`src/pkg/sopc_pkg.sv`:
```
// Package: register map, field positions and reset values of the sync/PLL bank
package sopc_pkg;
  // ==========================================================================
  // Register offsets
  localparam logic [7:0] SOPC_ADDR_BLANK   = 8'h21;
  localparam logic [7:0] SOPC_ADDR_PLLMODE = 8'h22;
  localparam logic [7:0] SOPC_ADDR_RSVD_A  = 8'h23;
  localparam logic [7:0] SOPC_ADDR_PJUMP   = 8'h24;
  localparam logic [7:0] SOPC_ADDR_SYNCNZ  = 8'h25;
  localparam logic [7:0] SOPC_ADDR_RSVD_B  = 8'h26;
  localparam logic [7:0] SOPC_ADDR_NZSTAT  = 8'h2F;
  // ==========================================================================
  // Reset values
  localparam logic [7:0] SOPC_RST_BLANK    = 8'h2B;
  localparam logic [7:0] SOPC_RST_PLLMODE  = 8'hE8;
  localparam logic [7:0] SOPC_RST_RSVD_A   = 8'hAA;
  localparam logic [7:0] SOPC_RST_PJUMP    = 8'h87;
  localparam logic [7:0] SOPC_RST_SYNCNZ   = 8'h94;
  localparam logic [7:0] SOPC_RST_RSVD_B   = 8'h44;
  localparam logic [7:0] SOPC_UNMAPPED     = 8'h00;
  // ==========================================================================
  // Field positions
  localparam int SOPC_BLK_LSB   = 4;
  localparam int SOPC_BLK_MSB   = 5;
  localparam int SOPC_TC_BIT    = 3;
  localparam int SOPC_DEL_LSB   = 1;
  localparam int SOPC_DEL_MSB   = 2;
  localparam int SOPC_SHEN_BIT  = 0;
  localparam int SOPC_SAV_BIT   = 3;
  localparam int SOPC_CUR_LSB   = 0;
  localparam int SOPC_CUR_MSB   = 2;
  // Cursor extremes and zero delay code
  localparam logic [2:0] SOPC_CUR_FORCE_HI = 3'h0;
  localparam logic [2:0] SOPC_CUR_FORCE_LO = 3'h7;
  localparam logic [1:0] SOPC_DEL_ZERO     = 2'h0;
endpackage : sopc_pkg

```
`src/logic/sopc_regs.sv`:
```
// Sync output and line-PLL configuration register bank
`timescale 1ns/100ps
`default_nettype none
// Contract
// - Extra blanked lines around vertical blanking from 2-bit field, default two.
// - Line PLL time constant fixed at 0, automatic at 1.
// - Sync delay selection applies only while shift enable is set; the code outputs zero delay for every setting.
// - Shift enable 0 gives undelayed sync; 1 delays sync; the code never delays sync.
// - Sync-to-SAV alignment honoured only when bit set and analog mode.
// - Alignment bit 0 gives analog-mode sync timing.
// - Effective alignment: sync low on first SAV byte, high on last.
// - High noise disables phase jumps and copy-protection detection.
// - Cursor 000 forces high noise, 111 low, else proportion of measured; the code judges high noise for every other cursor.
// - Measured noise level is readable and is the cursor reference.
// - Each register takes its listed reset value.
module sopc_regs (
  // Clock and reset
  input  wire  logic       core_clk_i,
  input  wire  logic       rst_i,
  // Register port (byte wide)
  input  wire  logic       reg_wr_i,
  input  wire  logic [7:0] reg_addr_i,
  input  wire  logic [7:0] reg_wdata_i,
  output var   logic [7:0] reg_rdata_o,
  // Video status from the decoder core
  input  wire  logic       analog_mode_i,
  input  wire  logic [7:0] noise_level_i,
  input  wire  logic       sav_first_i,
  input  wire  logic       sav_last_i,
  input  wire  logic       analog_sync_n_i,
  // Control outputs
  output var   logic [1:0] extra_blank_lines_o,
  output var   logic       pll_time_constant_sel_o,
  output var   logic [1:0] line_sync_delay_o,
  output var   logic       line_sync_n_o,
  output var   logic       high_noise_o,
  output var   logic       phase_jump_enable_o,
  output var   logic       copy_prot_det_enable_o
);
  import sopc_pkg::*;

  // ==========================================================================
  // Storage
  logic [7:0] blank_ff, pllmode_ff, rsvd_a_ff, pjump_ff, syncnz_ff, rsvd_b_ff;
  logic [7:0] rdata_ff;
  logic [1:0] blank_out_ff, delay_out_ff;
  logic       tc_ff, sync_n_ff, hinoise_ff, pj_ff, cp_ff;

  // ==========================================================================
  // Decode
  wire logic       wr_blank   = reg_wr_i && (reg_addr_i == SOPC_ADDR_BLANK);
  wire logic       wr_pllmode = reg_wr_i && (reg_addr_i == SOPC_ADDR_PLLMODE);
  wire logic       wr_rsvd_a  = reg_wr_i && (reg_addr_i == SOPC_ADDR_RSVD_A);
  wire logic       wr_pjump   = reg_wr_i && (reg_addr_i == SOPC_ADDR_PJUMP);
  wire logic       wr_syncnz  = reg_wr_i && (reg_addr_i == SOPC_ADDR_SYNCNZ);
  wire logic       wr_rsvd_b  = reg_wr_i && (reg_addr_i == SOPC_ADDR_RSVD_B);

  // Readback mux; unmapped offsets read zero
  logic [7:0] nxt_rdata;
  always_comb begin
    if (reg_addr_i == SOPC_ADDR_BLANK)        nxt_rdata = blank_ff;
    else if (reg_addr_i == SOPC_ADDR_PLLMODE) nxt_rdata = pllmode_ff;
    else if (reg_addr_i == SOPC_ADDR_RSVD_A)  nxt_rdata = rsvd_a_ff;
    else if (reg_addr_i == SOPC_ADDR_PJUMP)   nxt_rdata = pjump_ff;
    else if (reg_addr_i == SOPC_ADDR_SYNCNZ)  nxt_rdata = syncnz_ff;
    else if (reg_addr_i == SOPC_ADDR_RSVD_B)  nxt_rdata = rsvd_b_ff;
    else if (reg_addr_i == SOPC_ADDR_NZSTAT)  nxt_rdata = noise_level_i;
    else                                      nxt_rdata = SOPC_UNMAPPED;
  end

  // ==========================================================================
  // Noise judgement
  // Threshold = measured level scaled by cursor/8; product fits in 11 bits
  wire logic [2:0]  cursor    = syncnz_ff[SOPC_CUR_MSB:SOPC_CUR_LSB];
  wire logic [10:0] scaled    = noise_level_i * cursor;
  wire logic [7:0]  threshold = scaled[10:3];
  wire logic        nxt_hinoise =
      (cursor == SOPC_CUR_FORCE_HI) ? 1'b1 :
      (cursor == SOPC_CUR_FORCE_LO) ? 1'b0 :
      (noise_level_i >= threshold);

  // ==========================================================================
  // Sync alignment
  wire logic sav_effective = syncnz_ff[SOPC_SAV_BIT] && analog_mode_i;
  // Alignment holds last SAV edge; otherwise analog timing passes through
  wire logic nxt_sync_n =
      !sav_effective ? analog_sync_n_i :
      sav_first_i    ? 1'b0 :
      sav_last_i     ? 1'b1 : sync_n_ff;

  // Delay codes not yet defined, so every code maps to zero delay
  wire logic [1:0] nxt_delay =
      pllmode_ff[SOPC_SHEN_BIT] ? SOPC_DEL_ZERO : SOPC_DEL_ZERO;

  // ==========================================================================
  // Registers written by software
  always_ff @(posedge core_clk_i or posedge rst_i) begin
    if (rst_i) begin
      blank_ff   <= SOPC_RST_BLANK;
      pllmode_ff <= SOPC_RST_PLLMODE;
      rsvd_a_ff  <= SOPC_RST_RSVD_A;
      pjump_ff   <= SOPC_RST_PJUMP;
      syncnz_ff  <= SOPC_RST_SYNCNZ;
      rsvd_b_ff  <= SOPC_RST_RSVD_B;
    end else begin
      if (wr_blank)   blank_ff   <= reg_wdata_i;
      if (wr_pllmode) pllmode_ff <= reg_wdata_i;
      if (wr_rsvd_a)  rsvd_a_ff  <= reg_wdata_i;
      if (wr_pjump)   pjump_ff   <= reg_wdata_i;
      if (wr_syncnz)  syncnz_ff  <= reg_wdata_i;
      if (wr_rsvd_b)  rsvd_b_ff  <= reg_wdata_i;
    end
  end

  // Output flops; reset values follow the register defaults, except high noise, which resets low
  always_ff @(posedge core_clk_i or posedge rst_i) begin
    if (rst_i) begin
      rdata_ff     <= SOPC_UNMAPPED;
      blank_out_ff <= SOPC_RST_BLANK[SOPC_BLK_MSB:SOPC_BLK_LSB];
      tc_ff        <= SOPC_RST_PLLMODE[SOPC_TC_BIT];
      delay_out_ff <= SOPC_DEL_ZERO;
      sync_n_ff    <= 1'b1;
      hinoise_ff   <= 1'b0;
      pj_ff        <= 1'b0;
      cp_ff        <= 1'b0;
    end else begin
      rdata_ff     <= nxt_rdata;
      blank_out_ff <= blank_ff[SOPC_BLK_MSB:SOPC_BLK_LSB];
      tc_ff        <= pllmode_ff[SOPC_TC_BIT];
      delay_out_ff <= nxt_delay;
      sync_n_ff    <= nxt_sync_n;
      hinoise_ff   <= nxt_hinoise;
      pj_ff        <= !nxt_hinoise;
      cp_ff        <= !nxt_hinoise;
    end
  end

  assign reg_rdata_o             = rdata_ff;
  assign extra_blank_lines_o     = blank_out_ff;
  assign pll_time_constant_sel_o = tc_ff;
  assign line_sync_delay_o       = delay_out_ff;
  assign line_sync_n_o           = sync_n_ff;
  assign high_noise_o            = hinoise_ff;
  assign phase_jump_enable_o     = pj_ff;
  assign copy_prot_det_enable_o  = cp_ff;

  // ==========================================================================
  // Checks
  a_blank_follow: assert property (@(posedge core_clk_i) disable iff (rst_i)
    wr_blank |-> ##2 extra_blank_lines_o == $past(reg_wdata_i[5:4], 2))
    else $error("blank lines field not applied");
  a_tc_follow: assert property (@(posedge core_clk_i) disable iff (rst_i)
    wr_pllmode |-> ##2 pll_time_constant_sel_o == $past(reg_wdata_i[3], 2))
    else $error("time constant mode not applied");
  a_delay_zero: assert property (@(posedge core_clk_i) disable iff (rst_i)
    line_sync_delay_o == SOPC_DEL_ZERO)
    else $error("sync delay nonzero");
  a_sync_pass: assert property (@(posedge core_clk_i) disable iff (rst_i)
    !sav_effective |=> line_sync_n_o == $past(analog_sync_n_i))
    else $error("analog sync not passed");
  a_sav_fall: assert property (@(posedge core_clk_i) disable iff (rst_i)
    (sav_effective && sav_first_i) |=> !line_sync_n_o)
    else $error("sync not low on SAV first byte");
  a_sav_rise: assert property (@(posedge core_clk_i) disable iff (rst_i)
    (sav_effective && !sav_first_i && sav_last_i) |=> line_sync_n_o)
    else $error("sync not high on SAV last byte");
  a_noise_gate: assert property (@(posedge core_clk_i) disable iff (rst_i)
    high_noise_o |-> !phase_jump_enable_o && !copy_prot_det_enable_o)
    else $error("features on under high noise");
  a_cursor_hi: assert property (@(posedge core_clk_i) disable iff (rst_i)
    (cursor == SOPC_CUR_FORCE_HI) |=> high_noise_o)
    else $error("cursor 000 not forcing high noise");
  a_cursor_lo: assert property (@(posedge core_clk_i) disable iff (rst_i)
    (cursor == SOPC_CUR_FORCE_LO) |=> !high_noise_o)
    else $error("cursor 111 not forcing low noise");
  a_stat_read: assert property (@(posedge core_clk_i) disable iff (rst_i)
    (reg_addr_i == SOPC_ADDR_NZSTAT) |=> reg_rdata_o == $past(noise_level_i))
    else $error("noise status readback wrong");
endmodule : sopc_regs
`default_nettype wire

```
`config.mk`:
```
export PLATFORM = sky130hd
export DESIGN_NAME = sopc_regs
export DESIGN_NICKNAME = d
export VERILOG_FILES = /design/src/pkg/sopc_pkg.sv /design/src/logic/sopc_regs.sv
export SDC_FILE = /design/constraint.sdc
export NUM_CORES = 1
export LEC_CHECK = 0
export ABC_AREA = 1
export CAP_MARGIN = 20
export CORE_MARGIN = 1
export CORE_UTILIZATION = 45
export DETAILED_ROUTE_END_ITERATION = 8
export DONT_BUFFER_PORTS = 1
export PLACE_DENSITY_LB_ADDON = 0.12
export SYNTH_ARGS = -nofsm -noshare
export SYNTH_HDL_FRONTEND = slang
export SYNTH_SLANG_ARGS = --single-unit
export TNS_END_PERCENT = 10
```
`constraint.sdc`:
```
create_clock -name core_clk_i -period 6.73 [get_ports core_clk_i]
set_clock_uncertainty 0.1 [all_clocks]
set_input_delay 0 -clock core_clk_i [delete_from_list [all_inputs] [get_ports core_clk_i]]
set_output_delay 0 -clock core_clk_i [all_outputs]
set_load 0.01 [all_outputs]
```
==> metrics.yaml <==
outcome: "finished, violations left"
failed_checks: "hold timing"
hold_depth: 5
r2r-start: "syncnz_ff[2]"
coreArea_um2: 7850
crit_arrival_ns: 3.46
critPathLaunch: "syncnz_ff[2]"
die_height_um: 92.6
worstRegToRegCells: 17
path_class: "register to register"
dr_wl_met2_mm: 3.97
rrSetupSlack_ns: 3.40
timing.rr.end: "copy_prot_det_enable_o"
worst_pin_slew_ns: 0.737
yosysUniqueCellTypes: 35
clkLatencyLatePin_ns: 0.35
drc: 0
tns_ns: 0
grt_usage: 0.218
gp_congestion: 0.875
wl_mm: 8.45
highest_layer: "met4"
syn_area_um2: 3690
power_mw: 0.861
layout_worst_path_cycle_share: 0.495
ctsHtreeMaxLevel: 3
final_cell_mix: "117 x nand2_1, 49 x inv_1, 38 x dfrtp_1"
placementRows: 32
grt_remaining_overflow: 0
grt_max_degree: 56
powerDensity_nw_per_um2: 201
drive_above_1_share: 0.170
slew_headroom: 0.507
holdPathEnd: "reg_rdata_o[6]"
mostFrequentLayoutCell: "nand2_1"
clockBufferDepth: 2
maxCapViolCount: 0
cts_setup_buffers: 0
worst_hold_slack_ns: -0.000652
worstSetupStartpointType: "register"
hold_viol: 1
vias: 2925
n_antenna_cell: 0
fmax_ghz: 0.300
cp-end-kind: "register"
n_fill_cell: 763
drt_iter0_drc: 159
port_buffers: 0
finalMaxSlewViolations: 0
worstPathRequired_ns: 6.86
syn_area_per_cell_um2: 8.52
cts_tree: "yes"
hp-start: "reg_addr_i[7]"
chipWidth_um: 92.6
syn2layout_area_growth_pct: 15.8
drtAntennaViolNets: 0
hold_class: "input pin to register"
cts_root_buffer: "clkbuf_8"
wl_met3_um: 350
met1Wirelength_mm: 4.00
layout_min_cycle_time_ns: 3.33
setup_viol_count_final: 0
post-dp-hpwl_mm: 5.56
antenna_found_initial: 0
start_util: 0.470
grt_pass1_vias: 2907
cts_buffers: 9
yosys_warnings: 0
leakagePower_nw: 1.99
syn_inst: 433
grt_pass1_wl_mm: 14.3
wl_per_cell_um: 14.8
cts.clk_slew.worst_paths_ns: 0.08
final_nets: 519
critPathMaxFanout: 12
yosysSeqAreaShare: 0.428
drt_first_pass_iters: 4
rsz0062_at_grt: "false"
vias_per_cell: 5.11
ir_drop_mv: 0.140
cts_num_sinks: 62
die_area_um2: 8570
yosys_register_bits: 62
ios: 48
[routing by layer]
layer | vias up | global-route usage
met3 | 16 | 0.0493
li1 | 1464 | -
met5 | - | 0
met4 | 0 | 0.0742
met1 | 1381 | 0.293
met2 | 64 | 0.348
[logic make-up (layout without fill, tap and decap cells)]
family	count (synthesis)	in the layout	share of synthesized area
AND/OR/NAND/NOR	211	211	0.274
buffers and inverters	67	103	0.0847
AO/OA/AOI/OAI	64	64	0.107
flip-flops	62	62	0.428
adder cells (fa/ha/maj)	23	23	0.0922
XOR/XNOR	5	5	0.0119
other	1	2	0.00102
[layout make-up]
| cell class | count | area (µm²) | share of cell area |
|---|---|---|---|
| well taps | 102 | 128 | 0.0299 |
| clock buffers | 9 | 124 | 0.0290 |
| inverters | 52 | 195 | 0.0457 |
| clock inverters | 7 | 97.6 | 0.0228 |
| multi-input cells | 305 | 1800 | 0.421 |
| flip-flops and latches | 62 | 1580 | 0.370 |
| repair buffers | 35 | 348 | 0.0814 |
[power by group]
group	switching [mW]	internal, mW	total (mW)
sequential	0.0119	0.394	0.405
combinational	0.0502	0.0337	0.0839
clock	0.161	0.210	0.371
total	0.223	0.637	0.861
[synthesized netlist by cell type, drive strengths merged]
library cell,n,area share
a21o,1,0.0020
a21oi,7,0.0095
a31oi,3,0.0051
buf,12,0.029
clkbuf,3,0.0031
conb,1,0.0010
dfrtp,38,0.26
dfstp,24,0.17
fa,7,0.038
ha,16,0.054
inv,52,0.053
nand2,127,0.14
nand3,38,0.060
nand3b,1,0.0020
nand4,14,0.032
nor2,28,0.037
nor3,3,0.0054
o21a,1,0.0020
o21ai,49,0.083
o21bai,2,0.0041
o31ai,1,0.0020
xnor2,1,0.0024
xor2,4,0.0095
[sequential cells by signal, summed over array words and instances, names as in the netlist]
signal                   count
extra_blank_lines_o          2
pll_time_constant_sel_o      1
rsvd_a_ff                    8
pllmode_ff                   8
reg_rdata_o                  8
rsvd_b_ff                    8
copy_prot_det_enable_o       1
blank_ff                     8
line_sync_n_o                1
high_noise_o                 1
syncnz_ff                    8
pjump_ff                     8
[worst max-delay path, stage by stage (launching register included)]
cell      delay (ns)
dfstp_2         0.65
nand2_1         0.11
fa_1            0.54
inv_1           0.04
ha_1            0.35
inv_1           0.09
o21bai_1        0.17
nand2_1         0.07
nand3_1         0.10
nand2_1         0.06
nand2_1         0.06
a21oi_1         0.06
ha_1            0.29
nand2_1         0.07
nor2_1          0.13
nand4_1         0.11
nand3_1         0.13
a21oi_1         0.07
[through the flow]
step,worst slack [ns],instance area [µm²],util,hold slack (ns),instances
floorplan,3.46,3690,-,-0.0371,434
finish,3.40,4270,0.545,-0.000652,572
detailed placement,3.42,3710,0.473,-0.302,522
global route,3.15,4270,0.545,0.0386,572
CTS,3.39,4270,0.545,0.000852,572
global placement,3.50,3710,0.473,-0.301,522
[timing repair]
| item | in CTS | in global routing |
|---|---|---|
| hold buffers | 34 | 0 |
| resized for setup | 0 | 0 |
| hold endpoints to repair | 97 | 0 |
[worst max-delay path by stage]
stage / endpoint / slack (ns) / cells past startpoint
after floorplan: high_noise_o / 3.46 / 16
after global placement: copy_prot_det_enable_o / 3.50 / 17
after detailed placement: copy_prot_det_enable_o / 3.42 / 17
after CTS: copy_prot_det_enable_o / 3.39 / 17
after global routing: copy_prot_det_enable_o / 3.15 / 17
final: copy_prot_det_enable_o / 3.40 / 17
(Power assumes the default switching activity.)
